**src/rtl/ipe_pkg.sv**
```systemverilog
package ipe_pkg;
  // ==========================================================
  // Frame constants
  localparam logic [15:0] IPE_TYPE_IP_10M = 16'h0800;
  localparam logic [15:0] IPE_TYPE_IP_3M = 16'h0201;
  localparam logic [15:0] IPE_TYPE_ARP = 16'h0806;
  localparam logic [15:0] IPE_ARP_HRD_ETH = 16'h0001;
  localparam logic [15:0] IPE_ARP_OP_REQ = 16'h0001;
  localparam logic [15:0] IPE_ARP_OP_REP = 16'h0002;
  localparam logic [7:0] IPE_ARP_HLN = 8'h06;
  localparam logic [7:0] IPE_ARP_PLN = 8'h04;
  localparam logic [47:0] IPE_BCAST_10M = 48'hFFFFFFFFFFFF;
  localparam logic [7:0] IPE_BCAST_3M = 8'h00;
  // ==========================================================
  // Lengths and byte positions
  localparam logic [10:0] IPE_MIN_DATA_10M = 11'h02E;
  localparam logic [10:0] IPE_MAX_DG_10M = 11'h5DC;
  localparam logic [10:0] IPE_MAX_DG_3M = 11'h600;
  localparam logic [10:0] IPE_HDR_10M = 11'h00E;
  localparam logic [10:0] IPE_HDR_3M = 11'h004;
  localparam logic [10:0] IPE_ARP_LAST = 11'h03B;
  localparam logic [10:0] IPE_IP_TLEN_HI = 11'h002;
  localparam logic [10:0] IPE_IP_TLEN_LO = 11'h003;
  localparam logic [10:0] IPE_ARP_OP_LO = 11'h007;
  localparam logic [10:0] IPE_ARP_SHA_HI = 11'h00D;
  localparam logic [10:0] IPE_ARP_SPA_HI = 11'h011;
  localparam logic [10:0] IPE_ARP_TPA_LO = 11'h018;
  localparam logic [10:0] IPE_ARP_TPA_HI = 11'h01B;
  // ==========================================================
  // States
  typedef enum logic [2:0] {
    TX_IDLE = 3'b000,
    TX_HDR = 3'b001,
    TX_DATA = 3'b010,
    TX_PAD = 3'b011,
    TX_ARP = 3'b100,
    TX_FLUSH = 3'b101
  } ipe_tx_t;
  typedef enum logic [1:0] {
    RX_HDR = 2'b00,
    RX_IP = 2'b01,
    RX_ARP = 2'b10,
    RX_SKIP = 2'b11
  } ipe_rx_t;
endpackage

```
**src/rtl/ipe_encap.sv**
```systemverilog
`timescale 1ns/1ns
`default_nettype none
// ==========================================================
// Byte FIFO, power-of-two depth
module ipe_fifo #(
  parameter int WIDTH = 9,
  parameter int DEPTH = 16
) (
  input wire logic clk_in,
  input wire logic nrst_in,
  input wire logic [WIDTH-1:0] in_data_in,
  input wire logic in_valid_in,
  output logic in_ready_out,
  output logic [WIDTH-1:0] out_data_out,
  output logic out_valid_out,
  input wire logic out_ready_in
);
  localparam int AW = $clog2(DEPTH);
  // Pointers and fill level
  typedef struct packed {
    logic [AW-1:0] wr;
    logic [AW-1:0] rd;
    logic [AW:0] cnt;
  } ipe_fifo_st_t;
  ipe_fifo_st_t s_q, s_d;
  logic [WIDTH-1:0] mem_q [DEPTH]; // Storage, no reset needed
  logic push;
  logic pop;

  // Honest full and empty from the count
  assign in_ready_out = (s_q.cnt != (AW+1)'(DEPTH));
  assign out_valid_out = (s_q.cnt != '0);
  assign out_data_out = mem_q[s_q.rd];
  assign push = in_valid_in && in_ready_out;
  assign pop = out_valid_out && out_ready_in;

  // Next pointer values
  always_comb begin
    s_d = s_q;
    if (push) begin
      s_d.wr = s_q.wr + AW'(1);
    end
    if (pop) begin
      s_d.rd = s_q.rd + AW'(1);
    end
    s_d.cnt = s_q.cnt + (AW+1)'(push) - (AW+1)'(pop);
  end

  // State register
  always_ff @(posedge clk_in) begin
    if (!nrst_in) begin
      s_q <= '0;
    end else begin
      s_q <= s_d;
    end
  end

  // Write port
  always_ff @(posedge clk_in) begin
    if (push) begin
      mem_q[s_q.wr] <= in_data_in;
    end
  end
endmodule // ipe_fifo

// ==========================================================
// Encapsulator top
module ipe_encap
  import ipe_pkg::*;
#(
  parameter logic [10:0] MIN_DATA_3M = 11'h02E, // Slow link minimum data field
  parameter int FIFO_DEPTH = 16
) (
  input wire logic clk_in,
  input wire logic nrst_in,
  input wire logic variant_in, // 0 fast, 1 slow link, held static
  input wire logic [47:0] own_mac_in,
  input wire logic [31:0] own_ip_in,
  input wire logic [31:0] host_mask_in,
  input wire logic [31:0] tx_dst_ip_in,
  input wire logic [47:0] tx_dst_mac_in,
  input wire logic [7:0] tx_data_in,
  input wire logic tx_valid_in,
  input wire logic tx_last_in,
  output logic tx_ready_out,
  output logic [7:0] mac_tx_data_out,
  output logic mac_tx_valid_out,
  output logic mac_tx_last_out,
  output logic mac_tx_abort_out,
  input wire logic mac_tx_ready_in,
  input wire logic [7:0] mac_rx_data_in,
  input wire logic mac_rx_valid_in,
  input wire logic mac_rx_last_in,
  output logic [7:0] rx_data_out,
  output logic rx_valid_out,
  output logic rx_last_out,
  output logic rx_drop_out,
  output logic tx_oversize_out,
  output logic arp_seen_out
);
  // ==========================================================
  // State of the whole block
  typedef struct packed {
    ipe_tx_t tx;
    logic [10:0] tidx, tcnt; // Header or reply byte index, data octets sent
    logic [7:0] od; // Byte in the output stage
    logic ov, ol, oa, oerr; // Stage valid, last, abort, oversize pulse
    ipe_rx_t rx;
    logic [10:0] ridx;
    logic [15:0] rtype, rtlen; // Type being gathered, IP total length
    logic [7:0] rd; // Delivered byte
    logic rv, rl, rdrop; // Delivery valid, last, drop pulse
    logic [15:0] aop;
    logic [47:0] asha;
    logic [31:0] aspa, atpa; // Querier and target Internet addresses
    logic apend, aseen; // Reply owed to a querier, query pulse
  } ipe_st_t;
  ipe_st_t s_q, s_d;
  logic f_valid, f_pop; // FIFO has a byte, byte taken from it
  logic [8:0] f_word; // {last, data}
  logic adv; // Output stage free this cycle
  logic slow, bcast; // Variant select, broadcast destination
  logic [10:0] hlen, minlen, maxlen; // Figures of the chosen variant
  logic [15:0] iptype, tlen_now, type_now;
  logic [7:0] d8;
  logic [47:0] dmac;
  logic [111:0] hdr10, hsh10; // Fast header and its shifted copy
  logic [31:0] hdr3, hsh3; // Slow header and its shifted copy
  logic [479:0] arpf, ash; // Reply frame and its shifted copy
  logic arp_set, arp_done;
  // ==========================================================
  // Host side buffer; its ready is the host back-pressure
  ipe_fifo #(
    .WIDTH(9),
    .DEPTH(FIFO_DEPTH)
  ) u_fifo (
    .clk_in(clk_in),
    .nrst_in(nrst_in),
    .in_data_in({tx_last_in, tx_data_in}),
    .in_valid_in(tx_valid_in),
    .in_ready_out(tx_ready_out),
    .out_data_out(f_word),
    .out_valid_out(f_valid),
    .out_ready_in(f_pop)
  );

  // ==========================================================
  // Variant dependent figures
  assign slow = variant_in;
  assign hlen = slow ? IPE_HDR_3M : IPE_HDR_10M;
  assign minlen = slow ? MIN_DATA_3M : IPE_MIN_DATA_10M;
  assign maxlen = slow ? IPE_MAX_DG_3M : IPE_MAX_DG_10M;
  assign iptype = slow ? IPE_TYPE_IP_3M : IPE_TYPE_IP_10M;
  // Broadcast when the host part is all ones
  assign bcast = ((tx_dst_ip_in & host_mask_in) == host_mask_in);
  assign dmac = bcast ? IPE_BCAST_10M : tx_dst_mac_in;
  // Low host byte; broadcast to zero
  assign d8 = bcast ? IPE_BCAST_3M : (tx_dst_ip_in[7:0] & host_mask_in[7:0]);
  assign hdr3 = {d8, own_mac_in[7:0], IPE_TYPE_IP_3M};
  assign hdr10 = {dmac, own_mac_in, IPE_TYPE_IP_10M};
  // Reply frame, zero padded to minimum
  assign arpf = {s_q.asha, own_mac_in, IPE_TYPE_ARP, IPE_ARP_HRD_ETH, IPE_TYPE_IP_10M,
                 IPE_ARP_HLN, IPE_ARP_PLN, IPE_ARP_OP_REP, own_mac_in, own_ip_in,
                 s_q.asha, s_q.aspa, 144'h0};
  // High byte first on the wire
  assign hsh10 = hdr10 << {s_q.tidx, 3'b000};
  assign hsh3 = hdr3 << {s_q.tidx, 3'b000};
  assign ash = arpf << {s_q.tidx, 3'b000};
  // Output stage may load when empty or taken
  assign adv = !s_q.ov || mac_tx_ready_in;
  // ==========================================================
  // Next state for transmit and receive
  always_comb begin
    s_d = s_q;
    f_pop = 1'b0;
    arp_set = 1'b0;
    arp_done = 1'b0;
    tlen_now = s_q.rtlen;
    type_now = {s_q.rtype[7:0], mac_rx_data_in};
    s_d.oerr = 1'b0;
    s_d.rdrop = 1'b0;
    s_d.aseen = 1'b0;
    s_d.rv = 1'b0;
    s_d.rl = 1'b0;
    // Taken byte leaves the stage
    if (adv) begin
      s_d.ov = 1'b0;
      s_d.ol = 1'b0;
      s_d.oa = 1'b0;
    end
    // Only plain framing, trailers never built
    unique case (s_q.tx)
      TX_IDLE: begin
        // Reply first, so a querier is not starved
        if (s_q.apend && !slow) begin
          s_d.tx = TX_ARP;
          s_d.tidx = '0;
        end else if (f_valid) begin
          s_d.tx = TX_HDR;
          s_d.tidx = '0;
          s_d.tcnt = '0;
        end
      end
      TX_HDR: begin
        if (adv) begin
          s_d.ov = 1'b1;
          s_d.od = slow ? hsh3[31:24] : hsh10[111:104];
          s_d.tidx = s_q.tidx + 11'h001;
          if (s_q.tidx == hlen - 11'h001) begin
            s_d.tx = TX_DATA;
          end
        end
      end
      TX_DATA: begin
        if (adv && f_valid) begin
          f_pop = 1'b1;
          s_d.ov = 1'b1;
          s_d.tcnt = s_q.tcnt + 11'h001;
          // Oversize aborts and is flagged for fragmenting
          if (s_q.tcnt == maxlen) begin
            s_d.od = 8'h00;
            s_d.ol = 1'b1;
            s_d.oa = 1'b1;
            s_d.oerr = 1'b1;
            s_d.tx = f_word[8] ? TX_IDLE : TX_FLUSH;
          end else begin
            s_d.od = f_word[7:0];
            if (f_word[8]) begin
              // Short datagrams padded on either link
              if (s_q.tcnt + 11'h001 < minlen) begin
                s_d.tx = TX_PAD;
              end else begin
                s_d.ol = 1'b1;
                s_d.tx = TX_IDLE;
              end
            end
          end
        end
      end
      TX_PAD: begin
        if (adv) begin
          s_d.ov = 1'b1;
          s_d.od = 8'h00;
          s_d.tcnt = s_q.tcnt + 11'h001;
          if (s_q.tcnt + 11'h001 == minlen) begin
            s_d.ol = 1'b1;
            s_d.tx = TX_IDLE;
          end
        end
      end
      TX_ARP: begin
        if (adv) begin
          s_d.ov = 1'b1;
          s_d.od = ash[479:472];
          s_d.tidx = s_q.tidx + 11'h001;
          if (s_q.tidx == IPE_ARP_LAST) begin
            s_d.ol = 1'b1;
            s_d.tx = TX_IDLE;
            arp_done = 1'b1;
          end
        end
      end
      TX_FLUSH: begin
        // Discard rest of an aborted datagram
        if (f_valid) begin
          f_pop = 1'b1;
          if (f_word[8]) begin
            s_d.tx = TX_IDLE;
          end
        end
      end
      default: begin
        s_d.tx = TX_IDLE;
      end
    endcase

    // Receive side, no back-pressure toward the link
    if (mac_rx_valid_in) begin
      s_d.ridx = s_q.ridx + 11'h001;
      unique case (s_q.rx)
        RX_HDR: begin
          s_d.rtype = type_now;
          if (s_q.ridx == hlen - 11'h001) begin
            s_d.ridx = '0;
            // Only matching type reaches IP side
            if (type_now == iptype) begin
              s_d.rx = RX_IP;
            end else if (type_now == IPE_TYPE_ARP && !slow) begin
              s_d.rx = RX_ARP;
            end else begin
              s_d.rdrop = 1'b1;
              s_d.rx = RX_SKIP;
            end
          end else if (mac_rx_last_in) begin
            s_d.rdrop = 1'b1;
          end
        end
        RX_IP: begin
          if (s_q.ridx == IPE_IP_TLEN_HI || s_q.ridx == IPE_IP_TLEN_LO) begin
            s_d.rtlen = {s_q.rtlen[7:0], mac_rx_data_in};
          end
          if (s_q.ridx == IPE_IP_TLEN_LO) begin
            tlen_now = {s_q.rtlen[7:0], mac_rx_data_in};
          end
          // Bytes past total length are pad, stripped
          if (s_q.ridx <= IPE_IP_TLEN_LO || {5'h00, s_q.ridx} < tlen_now) begin
            s_d.rv = 1'b1;
            s_d.rd = mac_rx_data_in;
            s_d.rl = mac_rx_last_in ||
                     (s_q.ridx >= IPE_IP_TLEN_LO && {5'h00, s_q.ridx} + 16'h0001 == tlen_now);
            if (s_d.rl) begin
              s_d.rx = RX_SKIP;
            end
          end
        end
        RX_ARP: begin
          // Gather opcode and addresses, high byte first
          if (s_q.ridx <= IPE_ARP_OP_LO) begin
            s_d.aop = {s_q.aop[7:0], mac_rx_data_in};
          end else if (s_q.ridx <= IPE_ARP_SHA_HI) begin
            s_d.asha = {s_q.asha[39:0], mac_rx_data_in};
          end else if (s_q.ridx <= IPE_ARP_SPA_HI) begin
            s_d.aspa = {s_q.aspa[23:0], mac_rx_data_in};
          end else if (s_q.ridx >= IPE_ARP_TPA_LO && s_q.ridx <= IPE_ARP_TPA_HI) begin
            s_d.atpa = {s_q.atpa[23:0], mac_rx_data_in};
          end
          // Query for our address owes a reply
          if (mac_rx_last_in && s_q.ridx >= IPE_ARP_TPA_HI &&
              s_d.aop == IPE_ARP_OP_REQ && s_d.atpa == own_ip_in) begin
            arp_set = 1'b1;
            s_d.aseen = 1'b1;
          end
        end
        RX_SKIP: begin
        end
      endcase
      // Frame end restarts header parsing
      if (mac_rx_last_in) begin
        s_d.rx = RX_HDR;
        s_d.ridx = '0;
      end
    end
    // New query wins over completion of the old reply
    s_d.apend = arp_set || (s_q.apend && !arp_done && !slow);
  end

  // ==========================================================
  // State register
  always_ff @(posedge clk_in) begin
    if (!nrst_in) begin
      s_q <= '0;
    end else begin
      s_q <= s_d;
    end
  end
  // Outputs straight from state flops
  assign {mac_tx_data_out, mac_tx_valid_out, mac_tx_last_out, mac_tx_abort_out, tx_oversize_out} =
         {s_q.od, s_q.ov, s_q.ol, s_q.oa, s_q.oerr};
  assign {rx_data_out, rx_valid_out, rx_last_out, rx_drop_out, arp_seen_out} =
         {s_q.rd, s_q.rv, s_q.rl, s_q.rdrop, s_q.aseen};
endmodule // ipe_encap
`default_nettype wire

```
**config.mk**
```make
export PLATFORM = sky130hd
export DESIGN_NAME = ipe_encap
export DESIGN_NICKNAME = d
export VERILOG_FILES = /design/src/rtl/ipe_pkg.sv /design/src/rtl/ipe_encap.sv
export SDC_FILE = /design/constraint.sdc
export NUM_CORES = 1
export LEC_CHECK = 0
export BUFFER_PORTS_ARGS = -buffer_cell sky130_fd_sc_hd__buf_2
export CAP_MARGIN = 30
export CORE_ASPECT_RATIO = 0.75
export CORE_MARGIN = 5
export CORE_UTILIZATION = 40
export DETAILED_ROUTE_END_ITERATION = 10
export MAX_ROUTING_LAYER = met4
export PLACE_DENSITY = 0.58
export SLEW_MARGIN = 30
export SYNTH_ARGS = -nofsm -noshare
export SYNTH_HDL_FRONTEND = slang
export SYNTH_SLANG_ARGS = --single-unit
```
**constraint.sdc**
```tcl
create_clock -name clk_in -period 5.7 [get_ports clk_in]
set_input_delay 1.14 -clock clk_in [delete_from_list [all_inputs] [get_ports clk_in]]
set_output_delay 1.14 -clock clk_in [all_outputs]
set_load 0.05 [all_outputs]
```
After elaboration in Yosys (flattened, before gate mapping)
Memories as Yosys holds them, arrays and structs flattened. A register that Yosys moved wholly into a read port is not among the register bits. Cells that the tools add are included.

$add $sub $neg: 9. Multipliers: 0. Div/mod/pow operators: 0. Magnitude comparators: 10. Equality and inequality tests: 41. Shifts and indexed selects: 3. Multiplexer cells: 80. Bitwise operators: 2. Reductions and logical operators: 42.

Operators with widths (count): $shl A480 B14 Y480 (1); $mux W112 (3); $shl A112 B14 Y112 (1); $mux W16 (6); $mux W32 (3); $mux W48 (2); $pmux W11 S3 (2); $eq A32 B32 Y1 (2); $mux W64 (1); $mux W14 (3); $pmux W9 S4 (1); $add A11 B1 Y11 const B (3); $eq A11 B11 Y1 (3); $mux W3 (11); $and A32 B32 Y32 (1); $shl A32 B14 Y32 (1); $mux W27 (1); $ne A3 B3 Y1 const B (9); $mux W13 (2); $mux W25 (1); $mux W8 (3); $mux W23 (1); $eq A11 B2 Y1 const B (2); $eq A11 B6 Y1 const B (2); 50 further kinds (122).

Bits in registers: 236. Bits in latches: 0. RAM bits: 144. Bits in read-only memories: 0. Bits of input ports: 216. Output and inout port bits: 25. Logic and storage cells: 213. Memories kept: 1.

Memories: u_fifo.mem_q (words 16, width 9, rd ports 1, clocked after Yosys merged registers in 1, wr ports 1, RTL line ipe_encap.sv:26) `logic [WIDTH-1:0] mem_q [DEPTH];`.

Longest topological paths before layout
Depth in word-level cells: 14. Depth in mapped cells: 15. Depth with buffers taken out: 14.

Cells and area by module
A second synthesis with hierarchy kept.

Cell total of the unflattened synthesis: 2094. Area, all modules: 20234.4 sq um.

By module, submodules not included: ipe_encap (instances 1, cells an instance 1762, area an instance 13775.7 sq um, seq. area each 4304.1 sq um); ipe_fifo (instances 1, cells an instance 332, area an instance 6458.7 sq um, seq. area each 4664.5 sq um).

Worst setup path after synthesis
OpenSTA, ideal clock, no wires.

Path type: input-to-reg. From: in mac_rx_data_in[5]. To: reg s_q[184] (netlist bit). Data arrival time: 3.400 ns. Data required time: 5.613 ns. Setup slack: 2.213 ns. Stages: 12. Path buffers: 2. Cells stage by stage: clkbuf_1 and4_1 nor2_1 ha_1 o21a_1 o2111ai_1 a21oi_1 or4_1 a31oi_1 buf_2 a21boi_1 o31ai_1.

Longest elaborated chain between the ends: 8. Elaborated cells on any way between the ends: 19. Those cells by class: order compare: 1; eq/ne: 5; mux: 8; reduce/logical: 5.

RTL lines: start, declared (RTL line ipe_encap.sv:91) `input wire logic [7:0] mac_rx_data_in,`; branches (longest 8 deep; another with $lt A11 B16 Y1); end signal, assigned (RTL line ipe_encap.sv:351) `s_q <= '0;`; end signal, assigned (RTL line ipe_encap.sv:353) `s_q <= s_d;`; end, declared (RTL line ipe_encap.sv:118) `ipe_st_t s_q, s_d;`.

Several ways; the timed one is not identified. The select of a mux whose other input is x is not followed. A chain may end at the register's enable or synchronous reset.

Final worst setup path
From: reg s_q[174] (netlist bit). To: reg s_q[184] (netlist bit).

Longest elaborated chain between the ends: 9. Elaborated cells on any way between the ends: 17. Those cells by class: add/sub: 1; order compare: 3; eq/ne: 6; mux: 3; reduce/logical: 4.

RTL lines: branches (longest 8 deep; another with $lt A11 B16 Y1); $reduce_and A5 Y1 (no source line) (*).

Every way passes the cells marked *. The select of a mux whose other input is x is not followed.

==> impl_metrics.env <==
export IMPL_grt_max_degree=136
export IMPL_numCtsBuffers=41
export IMPL_critPathArrivalTime_ns=5.15
export IMPL_cts_resized=0
export IMPL_yosys_area_share_simple_pct=16.7
export IMPL_post_dp_cell_area_sq_um=21200
export IMPL_drive_gt1_share_pct=22.0
export IMPL_synth_async_reset_ratio_pct=0
export IMPL_synth_edf_count=144
export IMPL_port_buffers=240
export IMPL_dp_slack_ns=1.14
export IMPL_cp_slowest_cell="nand3_1"
export IMPL_critical_path_top_delay_family="simple AND/OR/NAND/NOR gates"
export IMPL_final_area_sq_um=22600
export IMPL_die_h_um=202
export IMPL_wirelength_mm=59.0
export IMPL_path_max_fanout=13
export IMPL_syn_area_per_cell_sq_um=10.0
export IMPL_synth_top_flop_cell="dfxtp_1"
export IMPL_grt_pass1_vias=15100
export IMPL_avgRoutedWirePerCell_um=21.2
export IMPL_dp_hpwl_mm=41.4
export IMPL_setup_tns_ns=0
export IMPL_fp_row_count=70
export IMPL_ys_seq_elements=376
export IMPL_finClkSkew_ns=0.0480
export IMPL_period_share_pct=82.3
export IMPL_maxCapViolations=0
export IMPL_area_growth_pct=15.5
export IMPL_end_kind="flip-flop"
export IMPL_cts_tree="yes"
export IMPL_grt_remaining_overflow=0
export IMPL_routabilityCongestion=0.901
export IMPL_postCtsSetupBuffers=0
export IMPL_reg2reg_slack_ns=1.01
export IMPL_htree_num_levels=2
export IMPL_synthAdderAreaFrac_pct=2.02
export IMPL_path_class="reg2reg"
export IMPL_path_buf_inv=1
export IMPL_grtUsageMet2_pct=32.1
export IMPL_track_usage_pct=22.0
export IMPL_postCtsHoldBufs=0
export IMPL_power_density_nw_per_um2=326
export IMPL_clock_sinks=376
export IMPL_yosys_warnings=0
export IMPL_antenna_found_initial=2
export IMPL_hp_start="s_q[164]$_SDFFE_PN0P_"
export IMPL_dieWidth_um=265
export IMPL_core_region_area_sq_um=48600
export IMPL_drc_errors=0
export IMPL_crit_required_ns=6.16
export IMPL_final_max_slew_violation_count=0
export IMPL_grtUsageMet3_pct=3.30
export IMPL_hold_slack_ns=0.453
export IMPL_layout_nets=2341
export IMPL_io_pins=241
export IMPL_via_per_inst=5.72
export IMPL_grt_pass1_wl_mm=90.4
export IMPL_critPathMaxStageDelay_ns=0.62
export IMPL_crit_top_cell="ha_1"
export IMPL_peakVddDrop_uv=438
export IMPL_use_met1_pct=31.9
export IMPL_r2r_start="s_q[174]$_SDFFE_PN0P_"
export IMPL_grt_busiest_layer="met2"
export IMPL_netlist_instances=1948
export IMPL_hold_viol=0
export IMPL_cts_root_buf="clkbuf_16"
export IMPL_fin_cells=2778
export IMPL_fmax_mhz=213
export IMPL_rsz0062_at_grt="false"
export IMPL_synth_compound_area_share_pct=11.4
export IMPL_syn_cell_area_sq_um=19600
export IMPL_synthDistinctLibCells=79
export IMPL_fillers=4535
export IMPL_startpoint="s_q[174]$_SDFFE_PN0P_"
export IMPL_setup_viol=0
export IMPL_worstHoldPathType="reg2reg"
export IMPL_drt_pass1_iter_count=5
export IMPL_status="completed"
export IMPL_place_inst=2699
export IMPL_worst_pin_slew_ns=1.03
export IMPL_seq_area_frac_synth_pct=45.8
export IMPL_clkLatencyLatePin_ns=0.59
export IMPL_ant_nets=0
export IMPL_synth_top_family_by_area="multiplexers"
export IMPL_slew_headroom_pct=30.5
export IMPL_p_leak_nw=8.11
export IMPL_clock_path_buffers=3
export IMPL_crit_chain="ha_1 > nor3b_1 > nand3_1 > mux2i_1 > ha_1 > a2111oi_0 > a21oi_1 > or4_1 > a31oi_1 > buf_4 > a21boi_1 > o31ai_1"
export IMPL_synth_area_mux_share_pct=16.9
export IMPL_finalWorstSetupSlack_ns=1.01
export IMPL_path_clk_slew_ns=0.06
export IMPL_die_area_sq_um=53500
export IMPL_synthXorXnorAreaFrac_pct=2.95
export IMPL_num_vias=15900
export IMPL_crit_path_start_kind="flip-flop"
export IMPL_synth_nets=2195
export IMPL_start_util_pct=40.2
export IMPL_dr_first_iter_drc_count=1611
export IMPL_post_route_min_period_ns=4.69
-- layer usage --
| layer | share of wire (%) | wire [um] |
|---|---|---|
| met5 | 0 | 0 |
| met4 | 2.6 | 1510 |
| met3 | 6.4 | 3800 |
| met2 | 45 | 26300 |
| met1 | 46 | 27400 |
-- registers in the layout, summed over array words and instances, names as in the netlist, 8 cells and up, named ones only --
name / flops
u_fifo.s_q: 13
arpf: 80
u_fifo.mem_q: 144
mac_tx_data_out: 8
rx_data_out: 8
s_q: 111
-- final timing paths --
path,endpoint,depth (start not counted)
worst min register to register,s_q[164]$_SDFFE_PN0P_,2
worst max-delay path,s_q[184]$_SDFFE_PN0P_,12
worst min-delay path,s_q[164]$_SDFFE_PN0P_,2
worst max register to register,s_q[184]$_SDFFE_PN0P_,12
-- metrics by stage --
step | utilization [%] | total power, W
4_1_cts | 46.4 | 0.00741
5_1_grt | 46.5 | 0.00768
3_5_place_dp | 43.5 | 0.00459
2_1_floorplan | - | 0.00410
6_report | 46.5 | 0.00736
3_3_place_gp | 43.4 | 0.00457
-- power by group --
part	internal, W	leakage [nW]	total, W	switching (W)
Clock	0.00164	0.692	0.00281	0.00117
Combinational	0.000602	4.24	0.00151	0.000906
Sequential	0.00289	3.17	0.00304	0.000154
Total	0.00513	8.11	0.00736	0.00223
-- final cells by class --
type	instances	area [sq um]	share of cell area, %
diodes	3	7.51	0.0332
clock buffers	53	1080	4.78
clock inverters	23	335	1.48
inverters	33	131	0.581
multi-input cells	1382	9900	43.8
flip-flops and latches	376	8970	39.7
well taps	648	811	3.59
repair buffers	260	1350	5.98
-- worst reg2reg max path, stage by stage (launching register included) --
cell and delay (ns):
dfxtp_1 0.54, ha_1 0.48, nor3b_1 0.59, nand3_1 0.62, mux2i_1 0.33, ha_1 0.28
a2111oi_0 0.48, a21oi_1 0.14, or4_1 0.41, a31oi_1 0.16, buf_4 0.24, a21boi_1 0.12
o31ai_1 0.22
-- synth_stat cells, types with 13 or more instances --
cell | count | area (sq um)
o21ai_0 | 43 | 215
and3_1 | 19 | 119
o22ai_1 | 13 | 81.3
mux4_2 | 88 | 1980
xor2_1 | 22 | 193
clkbuf_1 | 104 | 390
nand2b_1 | 43 | 269
a31oi_1 | 18 | 113
nor4_1 | 22 | 138
nand4_1 | 19 | 119
nor2b_1 | 13 | 81.3
nor3_1 | 35 | 175
inv_1 | 31 | 116
buf_2 | 17 | 85.1
a21oi_1 | 171 | 856
nor2_1 | 169 | 634
edfxtp_1 | 144 | 4320
nand3_1 | 34 | 170
buf_4 | 17 | 128
mux2i_1 | 122 | 1220
dfxtp_1 | 232 | 4640
ha_1 | 30 | 375
buf_1 | 17 | 63.8
nand2_1 | 293 | 1100
xnor2_1 | 44 | 385
a211oi_1 | 14 | 105
-- cell families after synthesis --
kind of cell / count (synthesis)
adders and majority gates: 31
muxes: 219
buffers and inverters: 190
and+or+nand+nor: 704
AOI/OAI and AO/OA: 362
xor gates and xnor gates: 66
DFF: 376
-- cells in the final DEF, fill, tap and decap left out, types with 14 or more instances in the layout --
cell	instances
nand4_1	19
nand3_1	34
nor2_1	156
o21ai_0	42
mux2i_1	122
a21oi_1	171
mux4_2	88
nor3_1	31
dfxtp_1	229
a211oi_1	14
nand2b_1	43
edfxtp_1	144
a31oi_1	18
xnor2_1	44
xor2_1	22
ha_1	30
buf_2	240
inv_1	31
buf_4	20
nand2_1	293
and3_1	19
nor4_1	20
clkbuf_16	41
(Power assumes the default switching activity.)
